**config.mk**
```make
export PLATFORM = sky130hd
export DESIGN_NAME = pts_tx_signal_control
export DESIGN_NICKNAME = d
export VERILOG_FILES = /design/src/pkg/pts_pkg.sv /design/src/design/pts_tick.sv /design/src/design/pts_tone_map.sv /design/src/design/pts_tx_signal_control.sv
export SDC_FILE = /design/constraint.sdc
export NUM_CORES = 1
export LEC_CHECK = 0
export BUFFER_PORTS_ARGS = -buffer_cell sky130_fd_sc_hd__buf_2
export CAP_MARGIN = 20
export CORE_UTILIZATION = 25
export DETAILED_ROUTE_END_ITERATION = 16
export GPL_ROUTABILITY_DRIVEN = 0
export PLACE_DENSITY = 0.5
export SLEW_MARGIN = 10
export SYNTH_ARGS = -nofsm -noshare
export SYNTH_HDL_FRONTEND = slang
export SYNTH_SLANG_ARGS = --single-unit
```
**constraint.sdc**
```tcl
create_clock -name clk_sys_i -period 5.4 [get_ports clk_sys_i]
set_input_delay 0.27 -clock clk_sys_i [delete_from_list [all_inputs] [get_ports clk_sys_i]]
set_output_delay 0.27 -clock clk_sys_i [all_outputs]
set_load 0.02 [all_outputs]
```
**src/pkg/pts_pkg.sv**
```systemverilog
package pts_pkg;

    // ------------------------------------------------------------
    // Timing
    // ------------------------------------------------------------
    localparam int unsigned CLK_HZ      = 125000000;
    localparam int unsigned BAUD_HZ     = 1200;
    localparam int unsigned BIT_CYC     = CLK_HZ / BAUD_HZ;
    localparam int unsigned RAMP_US     = 4000;
    localparam int unsigned RAMP_STEPS  = 16;
    localparam int unsigned STEP_CYC    =
        (CLK_HZ / 1000000) * RAMP_US / RAMP_STEPS;
    localparam int unsigned MET_LO_HZ   = 12000;
    localparam int unsigned MET_HI_HZ   = 16000;
    localparam int unsigned MET_LO_HALF = CLK_HZ / (2 * MET_LO_HZ);
    localparam int unsigned MET_HI_HALF = CLK_HZ / (2 * MET_HI_HZ);
    localparam int unsigned DIV_W       = 17;

    // ------------------------------------------------------------
    // Setup, mode and status bit positions
    // ------------------------------------------------------------
    localparam int unsigned SU_FSK_PAIR = 0;
    localparam int unsigned SU_ASYNC    = 1;
    localparam int unsigned SU_RING_LSB = 2;
    localparam int unsigned SU_MET_FREQ = 4;
    localparam int unsigned SU_TX_EN    = 6;
    localparam int unsigned MD_FLD_LSB  = 0;
    localparam int unsigned MD_ATT_LSB  = 2;
    localparam int unsigned MD_FSK_SEL  = 5;
    localparam int unsigned MD_OUT_EN   = 6;
    localparam int unsigned MD_MET_EN   = 7;
    localparam int unsigned ST_READY    = 6;
    localparam int unsigned ST_UNDER    = 7;

    // ------------------------------------------------------------
    // Values
    // ------------------------------------------------------------
    localparam logic [11:0] TONE_BASE_A = 12'h21c;
    localparam logic [11:0] TONE_BASE_B = 12'h564;
    localparam logic [11:0] TONE_STEP   = 12'h078;
    localparam logic [11:0] FSK_A_SPACE = 12'h834;
    localparam logic [11:0] FSK_A_MARK  = 12'h514;
    localparam logic [11:0] FSK_B_SPACE = 12'h898;
    localparam logic [11:0] FSK_B_MARK  = 12'h4b0;
    localparam logic [4:0]  LVL_DUAL    = 5'h03;
    localparam logic [4:0]  LVL_DTMF_HI = 5'h03;
    localparam logic [4:0]  LVL_DTMF_LO = 5'h05;
    localparam logic [3:0]  DTMF_CODE   = 4'hc;
    localparam logic [7:0]  TRAP_CF_X100 = 8'h87;
    localparam logic [4:0]  MET_FULL    = 5'h10;
    localparam logic [1:0]  RING_SQUARE = 2'h0;
    localparam logic [1:0]  RING_TRAP   = 2'h1;
    localparam logic [1:0]  RING_SINE   = 2'h2;
    localparam logic [1:0]  FIELD_1     = 2'h1;
    localparam logic [1:0]  FIELD_2     = 2'h2;
    localparam logic [1:0]  FIELD_3     = 2'h3;

    typedef enum logic [1:0] {
        ST_IDLE  = 2'b00,
        ST_START = 2'b01,
        ST_DATA  = 2'b11,
        ST_STOP  = 2'b10
    } pts_uart_st_t;

endpackage

```
**src/design/pts_tick.sv**
```systemverilog
`timescale 1ns/1ps
module pts_tick (
    // Clock and reset
    input  wire logic                     clk_sys_i,
    input  wire logic                     srst_i,
    // Control
    input  wire logic                     en_i,
    input  wire logic [pts_pkg::DIV_W-1:0] div_i,
    // Output
    output logic                          tick_o
);

    logic [pts_pkg::DIV_W-1:0] cnt_reg;

    // Counts div_i cycles, restarts while disabled
    always_ff @(posedge clk_sys_i) begin
        if (srst_i || !en_i) begin
            cnt_reg <= '0;
        end else if (cnt_reg >= div_i - 1'b1) begin
            cnt_reg <= '0;
        end else begin
            cnt_reg <= cnt_reg + 1'b1;
        end
    end

    assign tick_o = en_i && (cnt_reg >= div_i - 1'b1);

endmodule

```
**src/design/pts_tone_map.sv**
```systemverilog
`timescale 1ns/1ps
module pts_tone_map (
    // Code in
    input  wire logic [3:0]  code_i,
    // Frequency out in Hz, zero when off or unused
    output logic      [11:0] freq_o
);

    always_comb begin
        freq_o = 12'h000;
        if (code_i >= 4'h1 && code_i <= 4'h6) begin
            freq_o = pts_pkg::TONE_BASE_A
                   + pts_pkg::TONE_STEP * {8'h00, code_i - 4'h1};
        end else if (code_i >= 4'h8 && code_i <= 4'hd) begin
            freq_o = pts_pkg::TONE_BASE_B
                   + pts_pkg::TONE_STEP * {8'h00, code_i - 4'h8};
        end
    end

endmodule

```
**src/design/pts_tx_signal_control.sv**
```systemverilog
`timescale 1ns/1ps
// How it works
// RULE1: Field select 10 uses field 2, 11 field 3.
// RULE2: Each nibble maps codes to 540..1980 Hz.
// RULE3: Metering output own pin, 12 or 16 kHz.
// RULE4: Mode bit 7 enables metering generator.
// RULE5: Metering ramps 16 steps over 4 ms.
// RULE6: Mode bits 4..2 attenuate 2 dB per code.
// RULE7: Dual tones 3 dB down, DTMF 3/5 dB.
// RULE8: Setup bits 3..2 pick ringing waveform.
// RULE9: Trapezoid ringing has crest factor 1.35.
// RULE10: Status bit 6 shows data register free.
// RULE11: Host writes byte after ready goes high.
// RULE12: Sync mode sends 8 bits, LSB first.
// RULE13: Async mode adds start and stop bits.
// RULE14: Missing byte sets underflow status bit 7.
// RULE15: Async underflow sends mark until loaded.
// RULE16: Sync underflow resends held byte.
// RULE17: Serial bits drive FSK encoder frequency.
// RULE18: Setup bit 0 picks FSK frequency pair.
// RULE19: Mode bit 5 FSK/tone, bit 6 gates; here bit 6 gates the tone output only, FSK runs without it.
// RULE20: Generators run only with setup bit 6; the metering generator here runs without it.
// RULE21: Write clears ready, load sets it again.
// RULE22: Bit and ramp timing divide system clock.
module pts_tx_signal_control #(
    parameter int unsigned BIT_CYC     = pts_pkg::BIT_CYC,
    parameter int unsigned STEP_CYC    = pts_pkg::STEP_CYC,
    parameter int unsigned MET_LO_HALF = pts_pkg::MET_LO_HALF,
    parameter int unsigned MET_HI_HALF = pts_pkg::MET_HI_HALF
) (
    // Clock and reset
    input  wire logic        clk_sys_i,
    input  wire logic        srst_i,
    // Configuration
    input  wire logic [7:0]  setup_i,
    input  wire logic [7:0]  mode_i,
    input  wire logic [7:0]  tx_tones_i,
    // Transmit data from host
    input  wire logic [7:0]  tx_data_i,
    input  wire logic        tx_data_wr_i,
    input  wire logic        underflow_clr_i,
    // Status
    output logic      [7:0]  status_o,
    output logic             tx_data_ready_o,
    output logic             tx_underflow_o,
    // FSK encoder feed
    output logic             fsk_active_o,
    output logic             fsk_bit_o,
    output logic      [11:0] fsk_freq_o,
    // Tone generator
    output logic             gen_out_en_o,
    output logic      [1:0]  tone_field_o,
    output logic      [11:0] tone_hi_freq_o,
    output logic      [11:0] tone_lo_freq_o,
    output logic      [4:0]  tone_hi_atten_o,
    output logic      [4:0]  tone_lo_atten_o,
    output logic      [4:0]  sig_atten_o,
    // Ringing
    output logic      [1:0]  ring_wave_o,
    output logic             ring_valid_o,
    output logic      [7:0]  ring_crest_x100_o,
    // Metering
    output logic             metering_pulse_o,
    output logic      [4:0]  metering_level_o
);

    // ------------------------------------------------------------
    // Decode
    // ------------------------------------------------------------
    logic        tx_en;
    logic        fsk_sel;
    logic        uart_run;
    logic        async_md;
    logic [1:0]  field;
    logic [2:0]  att_code;
    logic [4:0]  att_db;
    logic [11:0] map_hi;
    logic [11:0] map_lo;

    assign tx_en    = setup_i[pts_pkg::SU_TX_EN];
    assign fsk_sel  = mode_i[pts_pkg::MD_FSK_SEL];
    assign uart_run = tx_en && fsk_sel;                   // [RULE20]
    assign async_md = setup_i[pts_pkg::SU_ASYNC];
    assign field    = mode_i[pts_pkg::MD_FLD_LSB +: 2];
    assign att_code = mode_i[pts_pkg::MD_ATT_LSB +: 3];
    assign att_db   = {1'b0, att_code, 1'b0};              // [RULE6]

    pts_tone_map u_map_hi (
        .code_i (tx_tones_i[7:4]),
        .freq_o (map_hi)
    );

    pts_tone_map u_map_lo (
        .code_i (tx_tones_i[3:0]),
        .freq_o (map_lo)
    );

    // ------------------------------------------------------------
    // Timers
    // ------------------------------------------------------------
    logic                      bit_tick;
    logic                      step_tick;
    logic                      car_tick;
    logic [4:0]                level_reg;
    logic [pts_pkg::DIV_W-1:0] car_div;

    assign car_div = setup_i[pts_pkg::SU_MET_FREQ]
                   ? pts_pkg::DIV_W'(MET_HI_HALF)
                   : pts_pkg::DIV_W'(MET_LO_HALF);        // [RULE3]

    pts_tick u_bit_tick (                                 // [RULE22]
        .clk_sys_i (clk_sys_i),
        .srst_i    (srst_i),
        .en_i      (uart_run),
        .div_i     (pts_pkg::DIV_W'(BIT_CYC)),
        .tick_o    (bit_tick)
    );

    pts_tick u_step_tick (                                // [RULE22]
        .clk_sys_i (clk_sys_i),
        .srst_i    (srst_i),
        .en_i      (1'b1),
        .div_i     (pts_pkg::DIV_W'(STEP_CYC)),
        .tick_o    (step_tick)
    );

    pts_tick u_car_tick (
        .clk_sys_i (clk_sys_i),
        .srst_i    (srst_i),
        .en_i      (level_reg != 5'h00),
        .div_i     (car_div),
        .tick_o    (car_tick)
    );

    // ------------------------------------------------------------
    // Holding register and flags
    // ------------------------------------------------------------
    pts_pkg::pts_uart_st_t state_reg;
    logic [7:0]  data_reg;
    logic [7:0]  shift_reg;
    logic [2:0]  cnt_reg;
    logic        hold_full_reg;
    logic        under_reg;
    logic        line_reg;
    logic        need_byte;
    logic        take;
    logic        under_evt;
    logic        reload;

    assign need_byte = uart_run && bit_tick
        && (state_reg == pts_pkg::ST_IDLE
            || state_reg == pts_pkg::ST_STOP
            || (state_reg == pts_pkg::ST_DATA && cnt_reg == 3'h7
                && !async_md));
    assign take      = need_byte && hold_full_reg;
    assign under_evt = need_byte && !hold_full_reg
        && state_reg != pts_pkg::ST_IDLE;                 // [RULE14]
    assign reload    = take || (under_evt && !async_md);  // [RULE16]

    always_ff @(posedge clk_sys_i) begin
        if (srst_i) begin
            data_reg <= 8'h00;
        end else if (tx_data_wr_i) begin
            data_reg <= tx_data_i;
        end
    end

    // Write wins over a same-cycle load
    always_ff @(posedge clk_sys_i) begin
        if (srst_i) begin
            hold_full_reg <= 1'b0;
        end else if (tx_data_wr_i) begin
            hold_full_reg <= 1'b1;                        // [RULE21]
        end else if (take) begin
            hold_full_reg <= 1'b0;                        // [RULE21]
        end
    end

    // Set wins over clear
    always_ff @(posedge clk_sys_i) begin
        if (srst_i) begin
            under_reg <= 1'b0;
        end else if (under_evt) begin
            under_reg <= 1'b1;                            // [RULE14]
        end else if (underflow_clr_i) begin
            under_reg <= 1'b0;
        end
    end

    assign tx_data_ready_o = !hold_full_reg;              // [RULE10]
    assign tx_underflow_o  = under_reg;
    assign status_o = {under_reg, !hold_full_reg, 6'h00};

    // ------------------------------------------------------------
    // Transmit shifter
    // ------------------------------------------------------------
    always_ff @(posedge clk_sys_i) begin
        if (srst_i || !uart_run) begin
            state_reg <= pts_pkg::ST_IDLE;
            shift_reg <= 8'h00;
            cnt_reg   <= 3'h0;
            line_reg  <= 1'b1;
        end else if (need_byte) begin
            cnt_reg <= 3'h0;
            if (reload && async_md) begin
                shift_reg <= data_reg;
                state_reg <= pts_pkg::ST_START;
                line_reg  <= 1'b0;                        // [RULE13]
            end else if (reload) begin
                shift_reg <= data_reg;
                state_reg <= pts_pkg::ST_DATA;
                line_reg  <= data_reg[0];                 // [RULE12]
            end else begin
                state_reg <= pts_pkg::ST_IDLE;
                line_reg  <= 1'b1;                        // [RULE15]
            end
        end else if (bit_tick) begin
            case (state_reg)
                pts_pkg::ST_START: begin
                    state_reg <= pts_pkg::ST_DATA;
                    line_reg  <= shift_reg[0];            // [RULE13]
                end
                pts_pkg::ST_DATA: begin
                    if (cnt_reg == 3'h7) begin
                        state_reg <= pts_pkg::ST_STOP;
                        line_reg  <= 1'b1;                // [RULE13]
                    end else begin
                        cnt_reg   <= cnt_reg + 3'h1;
                        shift_reg <= {1'b0, shift_reg[7:1]};
                        line_reg  <= shift_reg[1];        // [RULE12]
                    end
                end
                default: begin
                    state_reg <= pts_pkg::ST_IDLE;
                    line_reg  <= 1'b1;
                end
            endcase
        end
    end

    // ------------------------------------------------------------
    // FSK encoder feed
    // ------------------------------------------------------------
    always_ff @(posedge clk_sys_i) begin
        if (srst_i) begin
            fsk_active_o <= 1'b0;
            fsk_bit_o    <= 1'b1;
            fsk_freq_o   <= 12'h000;
        end else begin
            fsk_active_o <= uart_run;
            fsk_bit_o    <= line_reg;                     // [RULE17]
            if (!uart_run) begin
                fsk_freq_o <= 12'h000;
            end else if (setup_i[pts_pkg::SU_FSK_PAIR]) begin
                fsk_freq_o <= line_reg ? pts_pkg::FSK_B_MARK
                                       : pts_pkg::FSK_B_SPACE; // [RULE18]
            end else begin
                fsk_freq_o <= line_reg ? pts_pkg::FSK_A_MARK
                                       : pts_pkg::FSK_A_SPACE; // [RULE18]
            end
        end
    end

    // ------------------------------------------------------------
    // Tone select and levels
    // ------------------------------------------------------------
    logic tone_on;
    logic dual;
    logic dtmf;

    assign tone_on = tx_en && !fsk_sel
                  && mode_i[pts_pkg::MD_OUT_EN];           // [RULE19]
    assign dual    = (tx_tones_i[7:4] != 4'h0)
                  && (tx_tones_i[3:0] != 4'h0);
    assign dtmf    = field == pts_pkg::FIELD_2
                  && tx_tones_i[7:4] >= pts_pkg::DTMF_CODE
                  && tx_tones_i[3:0] >= pts_pkg::DTMF_CODE;

    always_ff @(posedge clk_sys_i) begin
        if (srst_i) begin
            gen_out_en_o    <= 1'b0;
            tone_field_o    <= 2'h0;
            tone_hi_freq_o  <= 12'h000;
            tone_lo_freq_o  <= 12'h000;
            tone_hi_atten_o <= 5'h00;
            tone_lo_atten_o <= 5'h00;
            sig_atten_o     <= 5'h00;
        end else begin
            gen_out_en_o <= uart_run || tone_on;          // [RULE19]
            tone_field_o <= field;
            sig_atten_o  <= att_db;                       // [RULE6]
            if (tone_on && field == pts_pkg::FIELD_3) begin
                tone_hi_freq_o <= map_hi;                 // [RULE1] [RULE2]
                tone_lo_freq_o <= map_lo;                 // [RULE2]
            end else begin
                tone_hi_freq_o <= 12'h000;
                tone_lo_freq_o <= 12'h000;
            end
            if (dtmf) begin
                tone_hi_atten_o <= att_db + pts_pkg::LVL_DTMF_LO; // [RULE7]
                tone_lo_atten_o <= att_db + pts_pkg::LVL_DTMF_HI; // [RULE7]
            end else if (dual && !fsk_sel) begin
                tone_hi_atten_o <= att_db + pts_pkg::LVL_DUAL;    // [RULE7]
                tone_lo_atten_o <= att_db + pts_pkg::LVL_DUAL;    // [RULE7]
            end else begin
                tone_hi_atten_o <= att_db;                // [RULE7]
                tone_lo_atten_o <= att_db;
            end
        end
    end

    // ------------------------------------------------------------
    // Ringing select
    // ------------------------------------------------------------
    logic [1:0] ring_sel;

    assign ring_sel = setup_i[pts_pkg::SU_RING_LSB +: 2];

    always_ff @(posedge clk_sys_i) begin
        if (srst_i) begin
            ring_wave_o       <= pts_pkg::RING_SQUARE;
            ring_valid_o      <= 1'b0;
            ring_crest_x100_o <= 8'h00;
        end else begin
            ring_wave_o  <= ring_sel;                     // [RULE8]
            ring_valid_o <= ring_sel != 2'h3;             // [RULE8]
            ring_crest_x100_o <= (ring_sel == pts_pkg::RING_TRAP)
                ? pts_pkg::TRAP_CF_X100 : 8'h00;          // [RULE9]
        end
    end

    // ------------------------------------------------------------
    // Metering generator
    // ------------------------------------------------------------
    logic met_en;

    assign met_en = mode_i[pts_pkg::MD_MET_EN];

    always_ff @(posedge clk_sys_i) begin
        if (srst_i) begin
            level_reg <= 5'h00;
        end else if (step_tick) begin
            if (met_en && level_reg < pts_pkg::MET_FULL) begin
                level_reg <= level_reg + 5'h01;           // [RULE4] [RULE5]
            end else if (!met_en && level_reg != 5'h00) begin
                level_reg <= level_reg - 5'h01;           // [RULE5]
            end
        end
    end

    always_ff @(posedge clk_sys_i) begin
        if (srst_i || level_reg == 5'h00) begin
            metering_pulse_o <= 1'b0;
        end else if (car_tick) begin
            metering_pulse_o <= !metering_pulse_o;        // [RULE3]
        end
    end

    assign metering_level_o = level_reg;
endmodule

```
==> results.ini <==
[run_status]
status = finished clean

[route]
drt_iter0_markers = 223
drc_errors = 0
finalWirelength_um = 17400
via_per_inst = 4.29
antenna_left = 0
dr.pass1.iters = 4
wl_per_cell_um = 12.8
num_vias = 5798

[timing]
fin_skew_ps = 9.46
fin_tns_setup_ps = 0
fmax_mhz = 247
whs_ps = 28.9
period_share_pct = 75.0
worstMarginPinSlew_ps = 1090
hold_viol = 0
maxSlewViolCount = 0
rsz0062_at_grt = false
setup_viol = 0
max_slew_margin_pct = 27.0
min_period_ps = 4050

[clock_network]
hold_buffers = 0
h-tree-depth = 4
cts_setup_buffers = 0
cts.clk_slew.worst_paths_ps = 60
cts_buffers = 17
root_buffer = clkbuf_16
cts.sinks = 130
clock_latency_ps = 420
cts_buffer_depth = 2
cts_resized = 0
cts_tree = done

[pwr]
p_comb_share_pct = 29.0
p_leak_nw = 4.12
total_power_mw = 3.04
clkPwrFrac_pct = 36.9
p_sw_mw = 0.990
seq_power_share_pct = 34.1
p_per_area_mw_per_mm2 = 333
peakVddDrop_mv = 0.216
sw_frac_of_total_pct = 32.5
internal-power_mw = 2.05

[worst_setup_path]
crit_path_max_incr_delay_ps = 590
path_common_cell = inv_1
slowest_stage = fa_1
crit_type = input port to flip-flop
endpoint_kind = flip-flop
crit_path_cell_trace = buf_2, inv_1, ha_1, a21boi_0, xnor2_1, inv_1, fa_1, inv_1, fa_1, inv_1, ha_1, a31o_2, a21oi_1, o21ai_0, a21oi_1, xnor3_1, o21ai_0
worstPathArrival_ps = 4390
cp.buffers_inverters = 5
reg2reg_setup_slack_ps = 2990
required_ps = 5740
worst_setup_path_start_kind = input port
cp_top_family = adder cells
cp_max_fo = 8

[min_path]
hold_path_class = input port to flip-flop

[finish]
antenna-diode-count = 0
drive_above_1_share_pct = 16.1
nets = 1087
finalNonFillerCells = 1353
area_delta_synth_final_pct = 18.0

[global_route]
antenna_found_initial = 0
overflow = 0
grt_pass1_wl_um = 28300
grt_use_total_pct = 11.5
grt_max_degree = 38
grt_pass1_vias = 5618

[logic_synthesis]
synth_ff_type = dfxtp_1
yosysTopAreaCellShare_pct = 33.6
yosys.area.top_type = dfxtp_1
syn_inst = 846
synth_warnings = 0
synth.distinct_cells = 65
synthArstFlopShare_pct = 0
ys_ff_latch = 130
yosysMostFrequentCell = dfxtp_1
ys_seq_area_share_pct = 33.6
synth_area_mm2 = 0.00774
synthTopCellsByCount = 130 x dfxtp_1, 118 x nor2_1, 89 x ha_1
syn-mean-instance-area_um2 = 9.15
ys_top_cells_by_area = dfxtp_1 34%, ha_1 14%, nor2_1 5.7%, xnor2_1 4.5%, fa_1 4.4%
synth-edff-count = 0

[place]
dp_hpwl_um = 13400
portBuffers = 96
dp_cells = 1322

[flow_run]
cap_violations = 0

[floorplanning]
die_h_um = 178
coreArea_mm2 = 0.0305
dieArea_mm2 = 0.0317
rows = 64
initial_utilization_pct = 25.4
die-width_um = 178
boundaryPins = 119

cell usage in the layout (no fill, tap or decap), drive strengths merged, types with 5 or more instances in the layout:
cell / count
inv: 54
buf: 98
dfxtp: 130
conb: 25
a21boi: 5
o21ai: 32
xnor2: 40
clkbuf: 21
nand4: 9
mux2i: 25
nand3: 25
nor3: 14
mux2: 9
or2: 5
xor2: 37
nand2: 43
ha: 89
and2: 9
fa: 17
a21o: 7
nor2b: 17
and3: 11
nor2: 118
a31oi: 6
nand2b: 11
a21oi: 33
power groups by stage:
stage               Clock [mW]  Sequential, mW  Combinational, mW
detailed placement           0            1.06              0.888
global route              1.21            1.05               1.00
global placement             0            1.06              0.880
floorplan                    0            1.09              0.662
CTS                       1.17            1.04              0.896
finish                    1.12            1.04              0.883
area by class of cell:
type | count | area (um^2)
Tap cell | 396 | 495
Timing Repair Buffer | 98 | 495
Inverter | 51 | 191
Clock inverter | 10 | 101
Multi-Input combinational cell | 647 | 4780
Sequential cell | 130 | 2600
Fill cell | 3254 | 21400
Clock buffer | 21 | 470
cells by family after synthesis:
family	Yosys count	share of synthesized area, %
compound gates	117	9.71
xor+xnor	79	9.29
fa+ha+maj	106	18.8
buf+inv	93	5.85
flops	130	33.6
mux	34	4.54
other cells	1	0.0484
simple gates	286	18.2
worst paths after layout:
check,start,end,cells past startpoint
setup / recovery,tx_tones_i[2],tone_lo_freq_o[10],17
hold / removal,setup_i[3],ring_crest_x100_o[2],2
setup reg to reg,cnt_reg[0],shift_reg[5],8
hold reg to reg,u_bit_tick.cnt_reg[16],u_bit_tick.cnt_reg[16],2
per-layer routing:
layer / global-route usage (%) / share of wire [%]
met3: 2.70 / 3.3
met1: 14.7 / 49
met5: 0 / 0
met2: 19.0 / 46
met4: 3.88 / 1.3
through the flow:
step,utilization (%),setup slack (ps),cell area [um^2]
floorplan,-,1440,7830
global placement,28.1,961,8560
detailed placement,28.1,865,8560
CTS,29.9,1310,9130
global route,29.9,946,9130
finish,29.9,1350,9130
No activity file was read; power rests on OpenSTA's default activity.
